===== config.mk =====
export PLATFORM = sky130hd
export DESIGN_NAME = charge_time_unit
export DESIGN_NICKNAME = d
export VERILOG_FILES = /design/src/common/ctu_pkg.sv /design/src/verilog/charge_time_unit.sv /design/src/verilog/ctu_sync2.sv /design/src/verilog/ctu_edge_chan.sv
export SDC_FILE = /design/constraint.sdc
export NUM_CORES = 1
export LEC_CHECK = 0
export BUFFER_PORTS_ARGS = -buffer_cell sky130_fd_sc_hd__clkbuf_2
export CAP_MARGIN = 30
export CORE_MARGIN = 2
export CORE_UTILIZATION = 50
export DETAILED_ROUTE_END_ITERATION = 6
export PLACE_DENSITY = 0.87
export SYNTH_ARGS = -nofsm -noshare
export SYNTH_HDL_FRONTEND = slang
export SYNTH_SLANG_ARGS = --single-unit

===== constraint.sdc =====
create_clock -name clk_sys_i -period 5.1 [get_ports clk_sys_i]
set_input_delay 1.02 -clock clk_sys_i [delete_from_list [all_inputs] [get_ports clk_sys_i]]
set_output_delay 1.02 -clock clk_sys_i [all_outputs]
set_load 0.02 [all_outputs]

===== src/common/ctu_pkg.sv =====
package ctu_pkg;

  // register byte addresses
  localparam logic [3:0] ADDR_MODE_CTRL   = 4'h0;
  localparam logic [3:0] ADDR_EDGE_SELECT = 4'h4;
  localparam logic [3:0] ADDR_CURRENT     = 4'h8;

  // mode control field positions
  localparam int MODE_ENABLE_BIT   = 15;
  localparam int EDGE_PASS_BIT     = 11;
  localparam int EDGE_ORDER_BIT    = 10;
  localparam int SOURCE_GROUND_BIT = 9;
  localparam logic [15:0] MODE_CTRL_MASK = 16'h8e00;

  // edge select control field positions
  localparam int E1_SENS_BIT   = 15;
  localparam int E1_POL_BIT    = 14;
  localparam int E1_SEL_LSB    = 10;
  localparam int E2_STAT_BIT   = 9;
  localparam int E1_STAT_BIT   = 8;
  localparam int E2_SENS_BIT   = 7;
  localparam int E2_POL_BIT    = 6;
  localparam int E2_SEL_LSB    = 2;
  localparam int SEL_W         = 4;
  localparam logic [15:0] EDGE_SELECT_MASK = 16'hfffc;

  // current control fields
  localparam int TRIM_LSB  = 10;
  localparam int TRIM_W    = 6;
  localparam int RANGE_LSB = 8;
  localparam int RANGE_W   = 2;
  localparam logic [15:0] CURRENT_MASK = 16'hff00;

  localparam logic [15:0] REG_RESET = 16'h0000;
  localparam logic [1:0]  RESP_OKAY   = 2'b00;
  localparam logic [1:0]  RESP_SLVERR = 2'b10;

  // range decode: one-hot scale selects
  typedef enum logic [1:0] {
    RANGE_X1000 = 2'b00,
    RANGE_X1    = 2'b01,
    RANGE_X10   = 2'b10,
    RANGE_X100  = 2'b11
  } range_t;

  // per-channel configuration carrier
  typedef struct packed {
    logic             sens;
    logic             pol;
    logic [SEL_W-1:0] sel;
  } chan_cfg_t;

  // all candidate trigger sources
  typedef struct packed {
    logic        first_timer;
    logic        ocmp1;
    logic [12:0] pins;
    logic [2:0]  icap;
    logic [2:0]  cmp;
  } edge_src_t;

  // analog-facing controls
  typedef struct packed {
    logic             source_on;
    logic             source_ground;
    logic signed [TRIM_W-1:0] trim;
    logic [3:0]       range_onehot;
  } analog_ctrl_t;

endpackage


===== src/verilog/charge_time_unit.sv =====
`timescale 1ns/1ps
//////////////////////////////////////////////////////////////////////////////
// Overview of operation
// - channel one: sensitivity 1 means edge-triggered, 0 level-triggered
// - channel one: polarity 1 rising/high, 0 falling/low
// - second status flag set by second event; software write drives source
// - first status flag set by first event; software write drives source
// - channel two: sensitivity 1 means edge-triggered, 0 level-triggered
// - channel two: polarity 1 rising/high, 0 falling/low
// - channel two select: timer, compare, pin2, pin1, pins9-13, captures, comparators
// - unimplemented bits read zero and ignore writes
// - trim field is signed two's complement around nominal
// - range 01 base, 10 ten, 11 hundred, 00 thousand times
// - event detection and current source run only while module enable is set
// - edge pass enable clear blocks events from status flags
// - order enable makes second event wait for first
// - ground control ties current source output to ground
module charge_time_unit (
  // clock and reset
  input  wire logic                  clk_sys_i,
  input  wire logic                  arst_n_i,
  // axi4-lite write address
  input  wire logic [3:0]            s_axi_awaddr_i,
  input  wire logic                  s_axi_awvalid_i,
  output logic                       s_axi_awready_o,
  // axi4-lite write data
  input  wire logic [31:0]           s_axi_wdata_i,
  input  wire logic [3:0]            s_axi_wstrb_i,
  input  wire logic                  s_axi_wvalid_i,
  output logic                       s_axi_wready_o,
  // axi4-lite write response
  output logic [1:0]                 s_axi_bresp_o,
  output logic                       s_axi_bvalid_o,
  input  wire logic                  s_axi_bready_i,
  // axi4-lite read address
  input  wire logic [3:0]            s_axi_araddr_i,
  input  wire logic                  s_axi_arvalid_i,
  output logic                       s_axi_arready_o,
  // axi4-lite read data
  output logic [31:0]                s_axi_rdata_o,
  output logic [1:0]                 s_axi_rresp_o,
  output logic                       s_axi_rvalid_o,
  input  wire logic                  s_axi_rready_i,
  // asynchronous trigger sources
  input  wire ctu_pkg::edge_src_t    edge_src_i,
  // analog current source controls
  output ctu_pkg::analog_ctrl_t      analog_o
);
  import ctu_pkg::*;

  //////////////////////////////////////////////////////////////////////////////
  // registers
  logic [15:0] mode_ctrl_q;
  logic [15:0] edge_select_q;
  logic [15:0] current_q;
  logic        e1_stat_q;
  logic        e2_stat_q;

  logic        run;
  logic        pass;
  chan_cfg_t   cfg1;
  chan_cfg_t   cfg2;

  assign run  = mode_ctrl_q[MODE_ENABLE_BIT];
  assign pass = run & mode_ctrl_q[EDGE_PASS_BIT];
  assign cfg1 = '{sens: edge_select_q[E1_SENS_BIT], pol: edge_select_q[E1_POL_BIT],
                  sel: edge_select_q[E1_SEL_LSB +: SEL_W]};
  assign cfg2 = '{sens: edge_select_q[E2_SENS_BIT], pol: edge_select_q[E2_POL_BIT],
                  sel: edge_select_q[E2_SEL_LSB +: SEL_W]};

  //////////////////////////////////////////////////////////////////////////////
  // source synchronisation
  edge_src_t src_s;

  ctu_sync2 #(
    .W($bits(edge_src_t))
  ) u_sync (
    .clk_sys_i(clk_sys_i),
    .arst_n_i (arst_n_i),
    .async_i  (edge_src_i),
    .sync_o   (src_s)
  );

  //////////////////////////////////////////////////////////////////////////////
  // source selection
  logic src1;
  logic src2;

  always_comb begin
    case (cfg1.sel)
      4'h0: src1 = src_s.first_timer;
      4'h1: src1 = src_s.ocmp1;
      4'h2: src1 = src_s.pins[1];
      4'h3: src1 = src_s.pins[0];
      4'h4: src1 = src_s.pins[2];
      4'h5: src1 = src_s.pins[3];
      4'h6: src1 = src_s.pins[4];
      4'h7: src1 = src_s.pins[5];
      4'h8: src1 = src_s.pins[6];
      4'h9: src1 = src_s.pins[7];
      4'ha: src1 = src_s.icap[0];
      4'hb: src1 = src_s.icap[1];
      4'hc: src1 = src_s.icap[2];
      4'hd: src1 = src_s.cmp[0];
      4'he: src1 = src_s.cmp[1];
      4'hf: src1 = src_s.cmp[2];
      default: src1 = 1'b0;
    endcase
  end

  // the reserved code feeds a constant low; with inverting polarity in
  // level mode that still fires, which is why software must avoid it
  always_comb begin
    case (cfg2.sel)
      4'h0: src2 = src_s.first_timer;
      4'h1: src2 = src_s.ocmp1;
      4'h2: src2 = src_s.pins[1];
      4'h3: src2 = src_s.pins[0];
      4'h4: src2 = src_s.pins[8];
      4'h5: src2 = src_s.pins[9];
      4'h6: src2 = src_s.pins[10];
      4'h7: src2 = src_s.pins[11];
      4'h8: src2 = src_s.pins[12];
      4'h9: src2 = src_s.icap[0];
      4'ha: src2 = src_s.icap[1];
      4'hb: src2 = src_s.icap[2];
      4'hc: src2 = 1'b0;
      4'hd: src2 = src_s.cmp[0];
      4'he: src2 = src_s.cmp[1];
      4'hf: src2 = src_s.cmp[2];
      default: src2 = 1'b0;
    endcase
  end

  //////////////////////////////////////////////////////////////////////////////
  // edge detection
  logic ev1;
  logic ev2;

  ctu_edge_chan u_chan1 (
    .clk_sys_i(clk_sys_i),
    .arst_n_i (arst_n_i),
    .src_i    (src1),
    .cfg_i    (cfg1),
    .run_i    (pass),
    .event_o  (ev1)
  );

  ctu_edge_chan u_chan2 (
    .clk_sys_i(clk_sys_i),
    .arst_n_i (arst_n_i),
    .src_i    (src2),
    .cfg_i    (cfg2),
    .run_i    (pass),
    .event_o  (ev2)
  );

  logic ev2_ok;
  assign ev2_ok = ev2 & (~mode_ctrl_q[EDGE_ORDER_BIT] | e1_stat_q);

  //////////////////////////////////////////////////////////////////////////////
  // axi4-lite slave
  logic [3:0]  aw_addr_q;
  logic        aw_have_q;
  logic [31:0] w_data_q;
  logic [3:0]  w_strb_q;
  logic        w_have_q;
  logic        wr_fire;
  logic [15:0] wmask;
  logic [15:0] wdat;

  assign wr_fire = aw_have_q & w_have_q & ~s_axi_bvalid_o;
  assign wmask   = {{8{w_strb_q[1]}}, {8{w_strb_q[0]}}};
  assign wdat    = w_data_q[15:0];

  always_ff @(posedge clk_sys_i or negedge arst_n_i) begin
    if (!arst_n_i) begin
      aw_have_q       <= 1'b0;
      aw_addr_q       <= 4'h0;
      s_axi_awready_o <= 1'b1;
    end else if (s_axi_awvalid_i && s_axi_awready_o) begin
      aw_have_q       <= 1'b1;
      aw_addr_q       <= s_axi_awaddr_i;
      s_axi_awready_o <= 1'b0;
    end else if (wr_fire) begin
      aw_have_q       <= 1'b0;
      s_axi_awready_o <= 1'b1;
    end
  end

  always_ff @(posedge clk_sys_i or negedge arst_n_i) begin
    if (!arst_n_i) begin
      w_have_q       <= 1'b0;
      w_data_q       <= 32'h0000_0000;
      w_strb_q       <= 4'h0;
      s_axi_wready_o <= 1'b1;
    end else if (s_axi_wvalid_i && s_axi_wready_o) begin
      w_have_q       <= 1'b1;
      w_data_q       <= s_axi_wdata_i;
      w_strb_q       <= s_axi_wstrb_i;
      s_axi_wready_o <= 1'b0;
    end else if (wr_fire) begin
      w_have_q       <= 1'b0;
      s_axi_wready_o <= 1'b1;
    end
  end

  logic wr_hit;
  assign wr_hit = (aw_addr_q == ADDR_MODE_CTRL) || (aw_addr_q == ADDR_EDGE_SELECT)
               || (aw_addr_q == ADDR_CURRENT);

  always_ff @(posedge clk_sys_i or negedge arst_n_i) begin
    if (!arst_n_i) begin
      s_axi_bvalid_o <= 1'b0;
      s_axi_bresp_o  <= RESP_OKAY;
    end else if (wr_fire) begin
      s_axi_bvalid_o <= 1'b1;
      s_axi_bresp_o  <= wr_hit ? RESP_OKAY : RESP_SLVERR;
    end else if (s_axi_bready_i) begin
      s_axi_bvalid_o <= 1'b0;
    end
  end

  // control registers; unimplemented bits never store
  always_ff @(posedge clk_sys_i or negedge arst_n_i) begin
    if (!arst_n_i) begin
      mode_ctrl_q   <= REG_RESET;
      edge_select_q <= REG_RESET;
      current_q     <= REG_RESET;
    end else if (wr_fire) begin
      case (aw_addr_q)
        ADDR_MODE_CTRL: mode_ctrl_q <=
          (mode_ctrl_q & ~wmask) | (wdat & wmask & MODE_CTRL_MASK);
        ADDR_EDGE_SELECT: edge_select_q <=
          (edge_select_q & ~wmask) | (wdat & wmask & EDGE_SELECT_MASK);
        ADDR_CURRENT: current_q <=
          (current_q & ~wmask) | (wdat & wmask & CURRENT_MASK);
        default: ;
      endcase
    end
  end

  // status flags: hardware set beats a software clear in the same cycle
  logic stat_wr;
  assign stat_wr = wr_fire & (aw_addr_q == ADDR_EDGE_SELECT) & w_strb_q[1];

  always_ff @(posedge clk_sys_i or negedge arst_n_i) begin
    if (!arst_n_i) begin
      e1_stat_q <= 1'b0;
    end else if (ev1) begin
      e1_stat_q <= 1'b1;
    end else if (stat_wr) begin
      e1_stat_q <= wdat[E1_STAT_BIT];
    end
  end

  always_ff @(posedge clk_sys_i or negedge arst_n_i) begin
    if (!arst_n_i) begin
      e2_stat_q <= 1'b0;
    end else if (ev2_ok) begin
      e2_stat_q <= 1'b1;
    end else if (stat_wr) begin
      e2_stat_q <= wdat[E2_STAT_BIT];
    end
  end

  //////////////////////////////////////////////////////////////////////////////
  // read channel, one register slice
  logic [15:0] rd_val;
  logic        rd_hit;

  always_comb begin
    rd_hit = 1'b1;
    case (s_axi_araddr_i)
      ADDR_MODE_CTRL:   rd_val = mode_ctrl_q;
      ADDR_EDGE_SELECT: begin
        rd_val = edge_select_q;
        rd_val[E2_STAT_BIT] = e2_stat_q;
        rd_val[E1_STAT_BIT] = e1_stat_q;
      end
      ADDR_CURRENT:     rd_val = current_q;
      default: begin
        rd_val = 16'h0000;
        rd_hit = 1'b0;
      end
    endcase
  end

  always_ff @(posedge clk_sys_i or negedge arst_n_i) begin
    if (!arst_n_i) begin
      s_axi_arready_o <= 1'b1;
      s_axi_rvalid_o  <= 1'b0;
      s_axi_rdata_o   <= 32'h0000_0000;
      s_axi_rresp_o   <= RESP_OKAY;
    end else if (s_axi_arvalid_i && s_axi_arready_o) begin
      s_axi_arready_o <= 1'b0;
      s_axi_rvalid_o  <= 1'b1;
      s_axi_rdata_o   <= {16'h0000, rd_val};
      s_axi_rresp_o   <= rd_hit ? RESP_OKAY : RESP_SLVERR;
    end else if (s_axi_rvalid_o && s_axi_rready_i) begin
      s_axi_rvalid_o  <= 1'b0;
      s_axi_arready_o <= 1'b1;
    end
  end

  //////////////////////////////////////////////////////////////////////////////
  // analog controls, registered
  logic [3:0] range_oh;

  always_comb begin
    case (range_t'(current_q[RANGE_LSB +: RANGE_W]))
      RANGE_X1:    range_oh = 4'h1;
      RANGE_X10:   range_oh = 4'h2;
      RANGE_X100:  range_oh = 4'h4;
      RANGE_X1000: range_oh = 4'h8;
      default:     range_oh = 4'h1;
    endcase
  end

  always_ff @(posedge clk_sys_i or negedge arst_n_i) begin
    if (!arst_n_i) begin
      analog_o <= '0;
    end else begin
      analog_o.source_on     <= run & (e1_stat_q ^ e2_stat_q);
      analog_o.source_ground <= mode_ctrl_q[SOURCE_GROUND_BIT];
      analog_o.trim          <= signed'(current_q[TRIM_LSB +: TRIM_W]);
      analog_o.range_onehot  <= range_oh;
    end
  end
endmodule


===== src/verilog/ctu_sync2.sv =====
`timescale 1ns/1ps
module ctu_sync2 #(
  parameter int W = 1
) (
  // clock and reset
  input  wire logic         clk_sys_i,
  input  wire logic         arst_n_i,
  // data
  input  wire logic [W-1:0] async_i,
  output logic      [W-1:0] sync_o
);
  logic [W-1:0] meta_q;

  always_ff @(posedge clk_sys_i or negedge arst_n_i) begin
    if (!arst_n_i) begin
      meta_q <= '0;
      sync_o <= '0;
    end else begin
      meta_q <= async_i;
      sync_o <= meta_q;
    end
  end
endmodule


===== src/verilog/ctu_edge_chan.sv =====
`timescale 1ns/1ps
module ctu_edge_chan (
  // clock and reset
  input  wire logic                clk_sys_i,
  input  wire logic                arst_n_i,
  // selected, already synchronised source
  input  wire logic                src_i,
  input  wire ctu_pkg::chan_cfg_t  cfg_i,
  input  wire logic                run_i,
  // qualified event; one cycle per edge in edge mode, every cycle the level stands in level mode
  output logic                     event_o
);
  import ctu_pkg::*;

  logic prev_q;
  logic active;

  // polarity folds falling/low onto rising/high
  assign active = cfg_i.pol ? src_i : ~src_i;

  always_ff @(posedge clk_sys_i or negedge arst_n_i) begin
    if (!arst_n_i) begin
      prev_q <= 1'b0;
    end else begin
      prev_q <= active;
    end
  end

  // level mode fires every cycle the level stands; the status flag makes it sticky
  always_comb begin
    if (!run_i) begin
      event_o = 1'b0;
    end else if (cfg_i.sens) begin
      event_o = active & ~prev_q;
    end else begin
      event_o = active;
    end
  end
endmodule


==> reports/qor.csv <==
stage,metric,value,unit
run_status,status,"complete, no violations",
power,p_leak,3.26,nW
cts,clk_latency,0.53,ns
critical_path,required,4.08,ns
critical_path,cp-start-kind,flop,
cts,numCtsBuffers,17,
power,peakVddDrop,0.310,mV
logic_synthesis,yosysSeqAreaShare,67.9,%
place,gp_congestion,0.756,
cts,cts_setup_buffers,0,
detailed_routing,drt_first_pass_iters,4,
logic_synthesis,synth-edff-count,0,
power,power.density,515,nW/um^2
logic_synthesis,syn_area,5500,sq um
logic_synthesis,yosys_warnings,0,
sta,relSlewSlack,47.9,%
critical_path,crit_chain,clkbuf_2,
power,p_sw,1.05,mW
global_route,grt_use_total,19.9,%
critical_path,setup.worst_path.end_class,output port,
cts,clock_sinks,149,
final_layout,seq_area,3730,sq um
final_layout,fillCellCount,772,
sta,worst_pin_slew,0.780,ns
global_route,grt_max_degree,73,
power,internal-power,2.38,mW
sta,finalHoldViolations,0,
logic_synthesis,syn_area_per_cell,14.7,sq um
floorplan,die_y,109,microns
cts,cts-resized-gates,0,
power,clkPwrFrac,35.1,%
logic_synthesis,synthCells,375,
power,pwr-share-seq,48.4,%
logic_synthesis,synth_top_cell_by_area,dfrtp_1,
run,maxCapViolCount,0,
critical_path,arrival,1.25,ns
logic_synthesis,synth_area_leaders,"dfrtp_1 66%, mux2_2 9.0%, a22o_1 2.5%",
hold_path,hold_path_class,flop to flop,
power,power.total,3.43,mW
final_layout,multi_input_area,1640,sq um
critical_path,cp_slowest_cell,dfstp_2,
floorplan,dieWidth,109,microns
critical_path,cpLargestDelayFamily,flip-flops,
final_layout,diodes,0,
place,dpl.hpwl,6.86,mm
critical_path,slowest_delay,0.55,ns
logic_synthesis,ys_ff_latch,149,
cts,cts_root_buffer,clkbuf_8,
final_layout,layout.nets,545,
detailed_routing,first_iter_violations,154,
cts,cts_tree,yes,
sta,setup_violations,0,
detailed_routing,routed-via-count,3270,
detailed_routing,wl_per_cell,16.9,microns
logic_synthesis,async_flop_share,100,%
final_layout,fin_util,61.7,%
final_layout,area_growth,21.1,%
floorplan,io_pins,125,
sta,period_minus_slack,2.27,ns
floorplan,initial_utilization,50.9,%
final_layout,drive_above_1_share,37.2,%
global_route,antenna_found_initial,0,
power,combinationalPowerShare,16.5,%
sta,hold_slack,0.350,ns
cts,clockBufferDepth,2,
detailed_routing,vias_per_cell,5.22,
final_layout,final_area,6660,sq um
global_route,grt_pass1_wl,17.4,mm
sta,rsz0062_at_grt,no,
cts,path_clk_slew,0.07,ns
cts,ctsHoldBuffers,0,
floorplan,coreArea,10800,sq um
floorplan,fp.dieArea,11800,sq um
global_route,grt_pass1_vias,3448,
sta,setup_tns,0,ns
floorplan,rows,38,
sta,fmax,0.441,GHz
critical_path,crit_fanout,3,
place,io_buffers,86,
sta,drv_slew,0,
detailed_routing,antenna_left,0,
logic_synthesis,synth_top_area_share,66.5,%
place,dpl_cell_area,6060,sq um
logic_synthesis,ys_types,36,
critical_path,crit_type,flop to output port,
detailed_routing,wirelength,10.6,mm
critical_path,critPathBufInv,1,
power,swShare,30.5,%
global_route,gr-total-overflow,0,
detailed_routing,drc_errors,0,
sta,skew,0.00582,ns
cts,h-tree-depth,4,
sta,finalCritPeriodShare,44.4,%
logic_synthesis,dominantRegCellSynth,dfrtp_1,
layout by cell type (no fill, tap or decap), types with 4 or more instances in the layout:
cell type / Yosys / layout
dfrtp_1: 146 / 146
clkbuf_2: 0 / 85
mux2_2: 44 / 44
nand2_1: 25 / 25
o21ai_0: 22 / 22
conb_1: 1 / 18
a21oi_1: 17 / 17
a22o_1: 16 / 16
clkbuf_16: 0 / 16
nor2b_1: 15 / 15
and2_1: 12 / 12
inv_1: 6 / 6
inv_8: 0 / 6
nor2_1: 5 / 5
mux4_2: 5 / 5
clkinv_8: 0 / 5
mux4_1: 4 / 4
buf_4: 18 / 4
cell type report:
class,instances,area share [%]
repair buffers,91,7.42
inverters,6,0.338
flip-flops and latches,149,56.1
clock buffers,17,6.22
clock inverters,15,2.76
well taps,140,2.63
multi-input cells,208,24.6
power by group through the flow:
stage	Sequential (mW)	Combinational, mW	Clock (mW)
2_1_floorplan	1.65	0.386	0
3_3_place_gp	1.65	0.536	0
3_5_place_dp	1.67	0.562	0
4_1_cts	1.66	0.577	1.23
5_1_grt	1.69	0.616	1.28
6_report	1.66	0.566	1.21
metrics by stage:
stage	std cells	setup slack (ns)
6_report	626	2.83
5_1_grt	626	2.75
4_1_cts	626	2.81
3_5_place_dp	594	2.53
3_3_place_gp	593	2.57
2_1_floorplan	392	2.68
worst paths after layout:
path	startpoint	cells past startpoint	endpoint	slack (ns)
hold / removal	u_sync.meta_q[18]$_DFF_PN0_	0	u_sync.sync_o[18]$_DFF_PN0_	0.35
setup / recovery	s_axi_awready_o$_DFFE_PN1P_	1	s_axi_awready_o	2.83
min in group asynchronous	arst_n_i	1	aw_addr_q[1]$_DFFE_PN0P_	0.44
setup reg to reg	flop	5	e2_stat_q$_DFFE_PN0P_	2.88
hold reg to reg	u_sync.meta_q[18]$_DFF_PN0_	0	u_sync.sync_o[18]$_DFF_PN0_	0.35
max in group asynchronous	arst_n_i	3	async pin	3.56
routing by layer:
metal | share of wire, % | wire length [microns] | global-route usage (%) | vias to the layer above
li1 | - | - | - | 1489
met1 | 41 | 4390 | 25.0 | 1668
met2 | 52 | 5500 | 33.8 | 101
met3 | 5.3 | 563 | 4.90 | 12
met4 | 1.3 | 138 | 7.23 | 0
met5 | 0 | 0 | 0 | -
worst register-to-register path, stage by stage, from the launching register on:
cell	delay, ns
dfrtp_1	0.52
mux2_2	0.40
a22o_1	0.24
mux4_2	0.48
xnor2_2	0.15
a221o_1	0.31
synthesized netlist by cell type (3+ instances only):
library cell / count
mux4_1: 4
mux2_2: 44
clkbuf_1: 6
dfstp_2: 3
a21oi_1: 17
inv_1: 6
nor2b_1: 15
a22o_1: 16
and2_1: 12
nand2_1: 25
mux4_2: 5
nor2_1: 5
buf_4: 18
o21ai_0: 22
dfrtp_1: 146
buf_2: 4
cells by family after synthesis:
logic type	share of synthesized area, %
AOI/OAI and AO/OA	7.15
buffers and inverters	3.85
xor gates and xnor gates	0.751
muxes	13.3
other	0.0682
and+or+nand+nor	6.94
DFF	67.9
Power figures use the tool's default switching activity.
